==> src/rtl/bml_pkg.sv <==
// shared constants and types of the button and lamp controller
package bml_pkg;
  ////////////////////////////////////////////////////////////
  // clock and time base
  localparam int unsigned CLK_HZ = 125_000_000;
  localparam int unsigned TICK_US = 1000;
  localparam int unsigned TICK_CYC = CLK_HZ / 1_000_000 * TICK_US;
  localparam int unsigned TICK_W = 17;
  localparam int unsigned MS_W = 16;
  ////////////////////////////////////////////////////////////
  // times, in milliseconds of the tick, except ACT_HOLD_S, RESET_HOLD_S and IDLE_S in seconds
  localparam int unsigned DEBOUNCE_MS = 20;
  localparam int unsigned FLASH_HOLD_MS = 3000;
  localparam int unsigned ACT_HOLD_S = 5;
  localparam int unsigned ACT_HOLD_MS = ACT_HOLD_S * 1000;
  localparam int unsigned RESET_HOLD_S = 12;
  localparam int unsigned RESET_HOLD_MS = RESET_HOLD_S * 1000;
  localparam int unsigned IDLE_S = 60;
  localparam int unsigned IDLE_MS = IDLE_S * 1000;
  localparam int unsigned BLINK_HALF_MS = 250;
  ////////////////////////////////////////////////////////////
  // monitored state and fault mask
  localparam int unsigned PORT_N = 8;
  localparam int unsigned PSU_N = 2;
  localparam int unsigned MASK_W = PORT_N + PSU_N;
  localparam logic [MASK_W-1:0] MASK_RST = 10'h000;
  localparam logic MGR_RST = 1'h0;
  localparam logic MEDIA_RST = 1'h0;
  ////////////////////////////////////////////////////////////
  // lamp colour codes, bit 0 green, bit 1 orange, bit 2 yellow
  localparam logic [2:0] LAMP_OFF = 3'h0;
  localparam logic [2:0] LAMP_GREEN = 3'h1;
  localparam logic [2:0] LAMP_ORANGE = 3'h2;
  localparam logic [2:0] LAMP_YELLOW = 3'h4;

  typedef enum logic [3:0] {
    MODE_A = 4'h1,
    MODE_B = 4'h2,
    MODE_C = 4'h4,
    MODE_D = 4'h8
  } bml_mode_e;
endpackage : bml_pkg

==> src/rtl/bml_btn_if.sv <==
// button events passed from the conditioner to the controller
`timescale 1ns/1ps
interface bml_btn_if;
  // 1 ms strobe
  logic tick;
  // debounced button level, high while pressed
  logic held;
  // release before the flash threshold
  logic brief;
  // held past the flash threshold
  logic warn;
  // one pulse on reaching the action hold time
  logic act;
  // one pulse on reaching the reset hold time
  logic wipe;
  modport src (output tick, held, brief, warn, act, wipe);
  modport dst (input tick, held, brief, warn, act, wipe);
endinterface : bml_btn_if

==> src/rtl/bml_button.sv <==
// push button synchroniser, debouncer and hold timer
`timescale 1ns/1ps
module bml_button #(
  parameter int unsigned TICK_CYC = bml_pkg::TICK_CYC,
  parameter int unsigned FLASH_MS = bml_pkg::FLASH_HOLD_MS,
  parameter int unsigned ACT_MS = bml_pkg::ACT_HOLD_MS,
  parameter int unsigned RESET_MS = bml_pkg::RESET_HOLD_MS
) (
  input wire logic mclk_i,
  input wire logic resetn_i,
  input wire logic button_n_i,
  bml_btn_if.src btn
);
  import bml_pkg::*;

  logic sync1;
  logic sync2;
  logic [TICK_W-1:0] pre;
  logic [MS_W-1:0] deb;
  logic [MS_W-1:0] hold_ms;
  logic held;
  logic held_q;
  wire pressed_raw = ~sync2;
  wire tick = (pre == TICK_W'(TICK_CYC - 1));
  wire deb_done = tick && (deb == MS_W'(DEBOUNCE_MS - 1));

  ////////////////////////////////////////////////////////////
  // pin is asynchronous to mclk
  always_ff @(posedge mclk_i or negedge resetn_i) begin
    if (!resetn_i) begin
      sync1 <= 1'h1;
      sync2 <= 1'h1;
    end else begin
      sync1 <= button_n_i;
      sync2 <= sync1;
    end
  end

  always_ff @(posedge mclk_i or negedge resetn_i) begin
    if (!resetn_i) pre <= '0;
    else pre <= tick ? '0 : pre + 1'h1;
  end

  ////////////////////////////////////////////////////////////
  // contact bounce shorter than the debounce time is ignored
  always_ff @(posedge mclk_i or negedge resetn_i) begin
    if (!resetn_i) begin
      deb <= '0;
      held <= 1'h0;
    end else if (pressed_raw == held) begin
      deb <= '0;
    end else if (deb_done) begin
      deb <= '0;
      held <= pressed_raw;
    end else if (tick) begin
      deb <= deb + 1'h1;
    end
  end

  ////////////////////////////////////////////////////////////
  // saturates so one hold fires each action once
  always_ff @(posedge mclk_i or negedge resetn_i) begin
    if (!resetn_i) begin
      hold_ms <= '0;
      held_q <= 1'h0;
    end else begin
      held_q <= held;
      if (!held) hold_ms <= '0;
      else if (tick && hold_ms != MS_W'(RESET_MS)) hold_ms <= hold_ms + 1'h1;
    end
  end

  assign btn.tick = tick;
  assign btn.held = held;
  assign btn.brief = held_q && !held && (hold_ms < MS_W'(FLASH_MS));
  assign btn.warn = held && (hold_ms >= MS_W'(FLASH_MS));
  assign btn.act = held && tick && (hold_ms == MS_W'(ACT_MS - 1));
  assign btn.wipe = held && tick && (hold_ms == MS_W'(RESET_MS - 1));
endmodule : bml_button

==> src/rtl/bml_ctrl.sv <==
// front panel button and status lamp controller
`timescale 1ns/1ps
// Function
// - brief press advances mode A-B-C-D cyclically
// - one idle minute returns to mode A
// - mode lamp off, green, orange, flashing
// - mode A twelve second hold: factory reset
// - early release in A cancels reset
// - A or D five second hold captures mask
// - early release keeps previous fault mask
// - mode lamp flashes after three seconds hold, except in C
// - mode B five second hold toggles manager
// - early release in B aborts toggle
// - manager enable also enables media redundancy
// - ring lamp off, green, flashing on switch
// - standby lamp off, green, flashing when active
// - startup fault lamp red, flash bad image
// - operating error lights red, opens contact
// - deviation from captured mask is fault
module bml_ctrl #(
  parameter int unsigned TICK_CYC = bml_pkg::TICK_CYC,
  parameter int unsigned FLASH_MS = bml_pkg::FLASH_HOLD_MS,
  parameter int unsigned ACT_MS = bml_pkg::ACT_HOLD_MS,
  parameter int unsigned RESET_MS = bml_pkg::RESET_HOLD_MS,
  parameter int unsigned IDLE_MS = bml_pkg::IDLE_MS
) (
  input wire logic mclk_i,
  input wire logic resetn_i,
  input wire logic button_n_i,
  input wire logic [bml_pkg::PORT_N-1:0] port_up_i,
  input wire logic [bml_pkg::PSU_N-1:0] psu_ok_i,
  input wire logic error_i,
  input wire logic startup_done_i,
  input wire logic fw_bad_i,
  input wire logic ring_switched_i,
  input wire logic standby_en_i,
  input wire logic standby_active_i,
  output bml_pkg::bml_mode_e view_mode_o,
  output logic [2:0] view_selector_lamp_o,
  output logic ring_manager_lamp_o,
  output logic standby_lamp_o,
  output logic fault_lamp_o,
  output logic contact_open_o,
  output logic factory_reset_o,
  output logic mask_capture_o,
  output logic [bml_pkg::MASK_W-1:0] fault_mask_o,
  output logic redundancy_mgr_o,
  output logic media_redundancy_o
);
  import bml_pkg::*;

  bml_btn_if btn_bus ();
  bml_mode_e mode;
  bml_mode_e next_mode;
  logic [MS_W-1:0] idle_ms;
  logic [MS_W-1:0] blink_ms;
  logic blink;

  ////////////////////////////////////////////////////////////
  // button conditioning
  bml_button #(
    .TICK_CYC(TICK_CYC),
    .FLASH_MS(FLASH_MS),
    .ACT_MS(ACT_MS),
    .RESET_MS(RESET_MS)
  ) u_button (
    .mclk_i(mclk_i),
    .resetn_i(resetn_i),
    .button_n_i(button_n_i),
    .btn(btn_bus)
  );

  ////////////////////////////////////////////////////////////
  // shared flash phase, so every flashing lamp blinks in step
  always_ff @(posedge mclk_i or negedge resetn_i) begin
    if (!resetn_i) begin
      blink_ms <= '0;
      blink <= 1'h0;
    end else if (btn_bus.tick) begin
      if (blink_ms == MS_W'(BLINK_HALF_MS - 1)) begin
        blink_ms <= '0;
        blink <= ~blink;
      end else begin
        blink_ms <= blink_ms + 1'h1;
      end
    end
  end

  ////////////////////////////////////////////////////////////
  // inactivity timer, any press restarts it
  wire idle_hit = btn_bus.tick && !btn_bus.held && (idle_ms == MS_W'(IDLE_MS - 1));

  always_ff @(posedge mclk_i or negedge resetn_i) begin
    if (!resetn_i) idle_ms <= '0;
    else if (btn_bus.held) idle_ms <= '0;
    else if (btn_bus.tick && idle_ms != MS_W'(IDLE_MS)) idle_ms <= idle_ms + 1'h1;
  end

  ////////////////////////////////////////////////////////////
  // display mode state
  always_comb begin
    next_mode = mode;
    if (btn_bus.brief) begin
      unique case (mode)
        MODE_A: next_mode = MODE_B;
        MODE_B: next_mode = MODE_C;
        MODE_C: next_mode = MODE_D;
        MODE_D: next_mode = MODE_A;
      endcase
    end else if (idle_hit) begin
      next_mode = MODE_A;
    end
  end

  always_ff @(posedge mclk_i or negedge resetn_i) begin
    if (!resetn_i) mode <= MODE_A;
    else mode <= next_mode;
  end

  ////////////////////////////////////////////////////////////
  // hold actions; act and wipe only fire at full hold, so early release does nothing
  // no hold action decoded for mode C
  wire in_a = (mode == MODE_A);
  wire in_b = (mode == MODE_B);
  wire in_d = (mode == MODE_D);
  // mask capture in A or D
  wire do_mask = btn_bus.act && (in_a || in_d);
  wire do_mgr = btn_bus.act && in_b;
  wire do_wipe = btn_bus.wipe && in_a;
  wire [MASK_W-1:0] live_state = {psu_ok_i, port_up_i};

  always_ff @(posedge mclk_i or negedge resetn_i) begin
    if (!resetn_i) fault_mask_o <= MASK_RST;
    else if (do_mask) fault_mask_o <= live_state;
  end

  always_ff @(posedge mclk_i or negedge resetn_i) begin
    if (!resetn_i) begin
      redundancy_mgr_o <= MGR_RST;
      media_redundancy_o <= MEDIA_RST;
    end else if (do_mgr) begin
      redundancy_mgr_o <= ~redundancy_mgr_o;
      if (!redundancy_mgr_o) media_redundancy_o <= 1'h1;
    end
  end

  always_ff @(posedge mclk_i or negedge resetn_i) begin
    if (!resetn_i) begin
      factory_reset_o <= 1'h0;
      mask_capture_o <= 1'h0;
    end else begin
      factory_reset_o <= do_wipe;
      mask_capture_o <= do_mask;
    end
  end

  ////////////////////////////////////////////////////////////
  // lamp selection
  // every flashing lamp shares the common blink phase
  function automatic logic lit_or_flash(input logic flash, input logic phase);
    return flash ? phase : 1'h1;
  endfunction : lit_or_flash

  // pending action flash, mode C has none
  wire pending = btn_bus.warn && (mode != MODE_C);
  wire [2:0] mode_col = in_a ? LAMP_OFF :
                        in_b ? LAMP_GREEN :
                        in_d ? (blink ? LAMP_YELLOW : LAMP_ORANGE) : LAMP_ORANGE;
  wire [2:0] pend_col = in_a ? LAMP_YELLOW : mode_col;
  wire [2:0] next_view = pending ? (blink ? pend_col : LAMP_OFF) : mode_col;
  wire deviation = (live_state != fault_mask_o);
  wire fault = deviation || error_i;
  wire start_red = lit_or_flash(fw_bad_i, blink);
  wire next_fault = startup_done_i ? fault : start_red;
  wire next_ring = redundancy_mgr_o && lit_or_flash(ring_switched_i, blink);
  wire next_standby = standby_en_i && lit_or_flash(standby_active_i, blink);

  always_ff @(posedge mclk_i or negedge resetn_i) begin
    if (!resetn_i) begin
      view_selector_lamp_o <= LAMP_OFF;
      ring_manager_lamp_o <= 1'h0;
      standby_lamp_o <= 1'h0;
      fault_lamp_o <= 1'h1;
      contact_open_o <= 1'h0;
    end else begin
      view_selector_lamp_o <= next_view;
      ring_manager_lamp_o <= next_ring;
      standby_lamp_o <= next_standby;
      fault_lamp_o <= next_fault;
      contact_open_o <= startup_done_i && fault;
    end
  end

  assign view_mode_o = mode;
endmodule : bml_ctrl

==> config.mk <==
export PLATFORM = sky130hd
export DESIGN_NAME = bml_ctrl
export DESIGN_NICKNAME = d
export VERILOG_FILES = /design/src/rtl/bml_pkg.sv /design/src/rtl/bml_btn_if.sv /design/src/rtl/bml_button.sv /design/src/rtl/bml_ctrl.sv
export SDC_FILE = /design/constraint.sdc
export NUM_CORES = 1
export LEC_CHECK = 0
export ABC_AREA = 0
export BUFFER_PORTS_ARGS = -buffer_cell sky130_fd_sc_hd__buf_4
export CAP_MARGIN = 40
export CORE_MARGIN = 8
export CORE_UTILIZATION = 60
export CTS_CLUSTER_SIZE = 40
export DETAILED_ROUTE_END_ITERATION = 8
export HOLD_SLACK_MARGIN = 0.03
export PLACE_DENSITY = 0.87
export SLEW_MARGIN = 20
export SYNTH_ARGS = -nofsm -noshare
export SYNTH_HDL_FRONTEND = slang
export SYNTH_SLANG_ARGS = --single-unit
==> constraint.sdc <==
create_clock -name mclk_i -period 2.4 [get_ports mclk_i]
set_input_delay 0.6 -clock mclk_i [delete_from_list [all_inputs] [get_ports mclk_i]]
set_output_delay 0.6 -clock mclk_i [all_outputs]
set_load 0.005 [all_outputs]
==> results of run 1 <==
metal layers:
metal  vias to the layer above  track usage [%]  part of all wire [%]
met5                         -                0                     0
met4                         0             6.21                   1.0
met3                        14             3.22                   5.9
met2                       144             32.0                    48
met1                      2268             25.0                    45
li1                       2198                -                     -
state kept, by name (all words and copies together) (netlist names), 3 cells and up:
name,flops
u_button.deb,16
idle_ms,16
u_button.hold_ms,16
view_mode_o,4
view_selector_lamp_o,3
blink_ms,16
fault_mask_o,10
u_button.pre,17
cells by family (layout without fill, tap and decap cells):
group | after synthesis | count (layout)
AOI/OAI and AO/OA | 78 | 78
xor gates and xnor gates | 58 | 58
adders and majority gates | 8 | 8
buffers and inverters | 41 | 92
DFF | 111 | 111
muxes | 18 | 18
and+or+nand+nor | 272 | 272
path summary, 6_finish.rpt:
| path | from | to | slack, ps |
|---|---|---|---|
| worst max-delay path | u_button.hold_ms[10] | fault_mask_o[1] | 140 |
| worst min-delay path | resetn_i | fault_mask_o[7] | 160 |
| worst max register to register | u_button.hold_ms[10] | fault_mask_o[1] | 140 |
| worst min register to register | u_button.sync1 | u_button.sync2 | 370 |
| max in group asynchronous | resetn_i | u_button.deb[7] | 1530 |
| min in group mclk_i | button_n_i | u_button.sync1 | 330 |
cell usage in the layout, fill, tap and decap left out, drive strengths merged, types with 8 or more instances in the layout:
cell	netlist	final
nand4	23	23
xor2	33	33
mux2	13	13
o21ai	23	23
inv	15	18
or3	9	9
buf	10	61
dfrtp	107	107
ha	8	8
and4	10	10
a21oi	24	24
and3	11	11
clkbuf	16	10
nor4	15	15
nor4b	10	10
nor3	24	24
xnor2	25	25
nand2	37	37
nor2	67	67
a31oi	12	12
nand3	28	28
cell type report:
| class | count | area (um^2) | share of cell area (%) |
|---|---|---|---|
| multi-input cells | 434 | 2810 | 43.3 |
| clock inverters | 6 | 77.6 | 1.20 |
| clock buffers | 10 | 128 | 1.97 |
| repair buffers | 61 | 470 | 7.26 |
| well taps | 129 | 161 | 2.49 |
| flip-flops and latches | 111 | 2780 | 42.9 |
| inverters | 15 | 56.3 | 0.869 |
report_power, final:
group,internal [W],switching [W]
registers,0.00188,0.00000154
logic,0.0000335,0.0000536
clock network,0.000504,0.000659
metrics by stage:
| stage | cells | util, % |
|---|---|---|
| 2_1_floorplan | 586 | - |
| 3_3_place_gp | 750 | 67.6 |
| 3_5_place_dp | 750 | 67.6 |
| 4_1_cts | 766 | 69.8 |
| 5_1_grt | 766 | 69.8 |
| 6_report | 766 | 69.8 |
==> impl_metrics.toml, run 1 <==
[clock_tree]
clkTransAtPathRegs_ps = 110
cts_hold_buf = 0
cts_setup_buffers = 0
h-tree-depth = 3
postCtsResizedCells = 0
ctsRootBufferMaster = "clkbuf_8"
cts_sinks = 111
insertion_delay_ps = 370
cts_buffers = 9
cts.path.max_buffers = 2
cts_tree = "done"

[power_and_ir_drop]
ir_worst_vdd_uv = 254
p_leak_nw = 2.84
power_density_nw_per_um2 = 483
p_total_w = 0.00313

[yosys]
seq_area_frac_synth_pct = 48.3
synth_top_family_by_area = "simple AND/OR/NAND/NOR gates"
yosys.area.top_type = "dfrtp_1"
syn_inst = 586
synth-xor-area-share_pct = 8.82
yosysMostFrequentCell = "dfrtp_1"
ys_types = 52
synth_top_area_share_pct = 46.5
synthSimpleGateAreaFrac_pct = 26.6
synth-main-ff-cell = "dfrtp_1"
synth_fa_ha_area_share_pct = 1.74
synth_seq_cells = 111
synth_compound_area_share_pct = 8.15
netlist_top_cells_area = "dfrtp_1 (46%), xor2_1 (5.0%), nor2_1 (4.4%), xnor2_1 (3.8%), nand3_1 (2.4%)"
async_reset_ff_share_pct = 100
synth_warnings = 0
synth_mux_area_share_pct = 3.41
synth_common_cells = "dfrtp_1 (107), nor2_1 (67), nand2_1 (37), xor2_1 (33), nand3_1 (28)"
syn-cell-area_um2 = 5760
avgSynthCellArea_um2 = 9.83
synth.net_count = 613
synth_edf_count = 0

[placement]
port_buffers = 43
place_ws_ps = 198
place.gp.congestion = 0.878
place_area_um2 = 6280
dp_hpwl_um = 8730

[outcome]
status = "finished, final reports clean"

[floorplan]
ios = 44
coreArea_um2 = 9280
die_y_um = 114
die_width_um = 114
rows = 35
initial_core_util_pct = 62.0
die_area_um2 = 13000

[routing]
vias_per_cell = 6.04
wl_per_cell_um = 16.1
initialDrtViolationCount = 369
totalWireLength_um = 12400
ant_nets = 0
dr.pass1.iters = 5
num_vias = 4624
drc = 0

[critical_path]
r2r_cells = 4
crit_slowest_cell = "or4b_1"
cp_data_arrival_time_ps = 2510
cp-start-kind = "register"
path_cells = "or4b_1, nor4_1, and4bb_2, mux2_2"
worstSetupPathType = "register to register"
cp.buffers_inverters = 0
max_stage_delay_ps = 540
cp.required_ps = 2650
critPathTopFamily = "simple AND/OR/NAND/NOR gates"
cp-end-kind = "register"
path_depth = 4
worstPathMaxFanout = 10

[grt]
grt_pass1_wl_um = 20800
grt_util_all_layers_pct = 19.3
grt_max_degree = 49
grt_pass1_vias = 4478
gr-total-overflow = 0
grt_antenna_before_repair = 0

[sta]
final-setup-viol-count = 0
post-route-min-period_ps = 2260
fin_skew_ps = 17.6
finalHoldViolCount = 0
fin_crit_sh_pct = 94.1
postLayoutSetupSlackWorst_ps = 142
relSlewSlack_pct = 47.9
holdWs_ps = 164
tightestPinTransition_ps = 771
final_max_slew_viol_count = 0
rsz0062_at_grt = "false"
fmax_mhz = 443
tns_ps = 0

[layout]
area_growth_pct = 12.5
n_fill_cell = 694
layout.nets = 659
drive_gt1_share_pct = 16.0
final_area_um2 = 6480
antenna_cells = 0

[min_path]
hold_path_class = "input pin to asynchronous set/reset pin"

[job]
drv_cap = 0
Note: power is estimated with default switching activity, not from simulation.
==> run 2, diff against run 1 <==
clock period = 2.8 ns   (was 2.4 ns; I/O delays follow)
==> run 2 against run 1 <==
Design area fell by 0.48%. Critical path type unchanged. Maximum frequency decreased by 1.2%. Setup slack gained 370 ps. Clock power down 13%. Sequential power fell by 14%. Non-clock buffer count decreased by 5. Clock skew down 5.7 ps. Wire length grew 1.6%. Sequential share of layout area increased by 0.21 points.
==> impl_metrics.toml, run 2 (synthesized netlist as in run 1, its figures left out) <==
[clock_tree]
cts_buffers = 9
ctsRootBufferMaster = "clkbuf_8"
cts_tree = "done"
insertion_delay_ps = 380
cts_sinks = 111
postCtsResizedCells = 0
cts_setup_buffers = 0
clkTransAtPathRegs_ps = 110
cts.path.max_buffers = 2
cts_hold_buf = 0
h-tree-depth = 3

[routing]
num_vias = 4606
drc = 0
wl_met2_um = 5950
ant_nets = 0
dr_wl_met3_um = 790
route.top_layer_used = "met4"
totalWireLength_um = 12600
wl_per_cell_um = 16.5
vias_per_cell = 6.05
dr.pass1.iters = 5
wl_met1_um = 5600
initialDrtViolationCount = 342

[layout]
area_growth_pct = 12.0
antenna_cells = 0
drive_gt1_share_pct = 15.5
regMostFlops = "u_button.pre"
largest_reg_flops = 17
layout.nets = 654
final_area_um2 = 6450
final_common_cell = "dfrtp_1"
layout_common_cells = "dfrtp_1 (107), nor2_1 (67), buf_4 (55)"
final_cells = 761

[sta]
relSlewSlack_pct = 48.8
tightestPinTransition_ps = 757
post-route-min-period_ps = 2290
tns_ps = 0
fmax_mhz = 437
postLayoutSetupSlackWorst_ps = 514
finalHoldViolCount = 0
final-setup-viol-count = 0
rsz0062_at_grt = "false"
fin_crit_sh_pct = 81.7
fin_skew_ps = 11.9
final_max_slew_viol_count = 0

[grt]
grt_util_all_layers_pct = 19.8
grt_antenna_before_repair = 0
gr-total-overflow = 0
grt_pass1_wl_um = 21300
grt_pass1_vias = 4462
grt_max_degree = 52

[min_path]
hold_path_class = "input pin to asynchronous set/reset pin"

[critical_path]
reg2reg_from = "u_button.pre[9]"
worstSetupStartpoint = "u_button.pre[9]"
r2r_cells = 5
worstPathMaxFanout = 13
cp-start-kind = "register"
cp-end-kind = "register"
cp_data_arrival_time_ps = 2600
reg2reg_slack_ps = 510
worstSetupPathType = "register to register"
r2r_end = "idle_ms[13]"
cp.required_ps = 3110

[floorplan]
die_y_um = 114
coreArea_um2 = 9280
ios = 44
die_area_um2 = 13000
rows = 35
die_width_um = 114
initial_core_util_pct = 62.0

[power_and_ir_drop]
power_density_nw_per_um2 = 418
p_leak_nw = 2.82
ir_worst_vdd_uv = 314
p_total_w = 0.00270

[outcome]
status = "finished, final reports clean"

[job]
drv_cap = 0

[placement]
port_buffers = 43
place_ws_ps = 527
dp.cells = 745
place.gp.congestion = 0.891
place_area_um2 = 6240
dp_hpwl_um = 8870
==> run 2: cell count changes in the layout (fill, tap and decap cells not counted), sizes merged <==
cell / previous run / this run
clkinvlp: 1 / 0
clkinv: 1 / 2
buf: 61 / 56
==> run 2: area by class of cell <==
cell class	instances	area, um^2
fillers	707	2830
multi-input cells	434	2810
flip-flops and latches	111	2780
repair buffers	56	433
well taps	129	161
clock buffers	10	138
clock inverters	6	73.8
inverters	15	56.3
==> run 2: where the power goes <==
group	internal, W	switching (W)	total (W)
Sequential	0.00161	0.00000121	0.00161
Clock	0.000451	0.000563	0.00101
Combinational	0.0000287	0.0000458	0.0000745
Total	0.00209	0.000610	0.00270
==> run 2: worst max path at each step <==
stage	endpoint	slack (ps)	cells after the start
after CTS	idle_ms[13]	510	5
after floorplan	fault_mask_o[0]	780	5
after global placement	idle_ms[15]	600	5
after detailed placement	idle_ms[13]	530	5
final	idle_ms[13]	510	5
after global routing	idle_ms[15]	340	5
==> run 2: routing by layer <==
metal / vias to the layer above / track usage [%]
met5: - / 0
met4: 0 / 6.83
met3: 19 / 3.80
met2: 169 / 32.2
met1: 2236 / 25.8
li1: 2182 / -
==> run 2: through the flow <==
stage                     util, %  hold slack, ps
after floorplan                 -             345
after global placement       67.2             346
after detailed placement     67.2             352
after CTS                    69.5             361
after global routing         69.5             371
final                        69.5             347
==> run 2: worst max-delay path: stages (launching register included) <==
cell	delay, ps
dfrtp_1	480
nor4b_1	370
and4_1	630
nand3_1	230
or3_1	350
a21oi_1	150
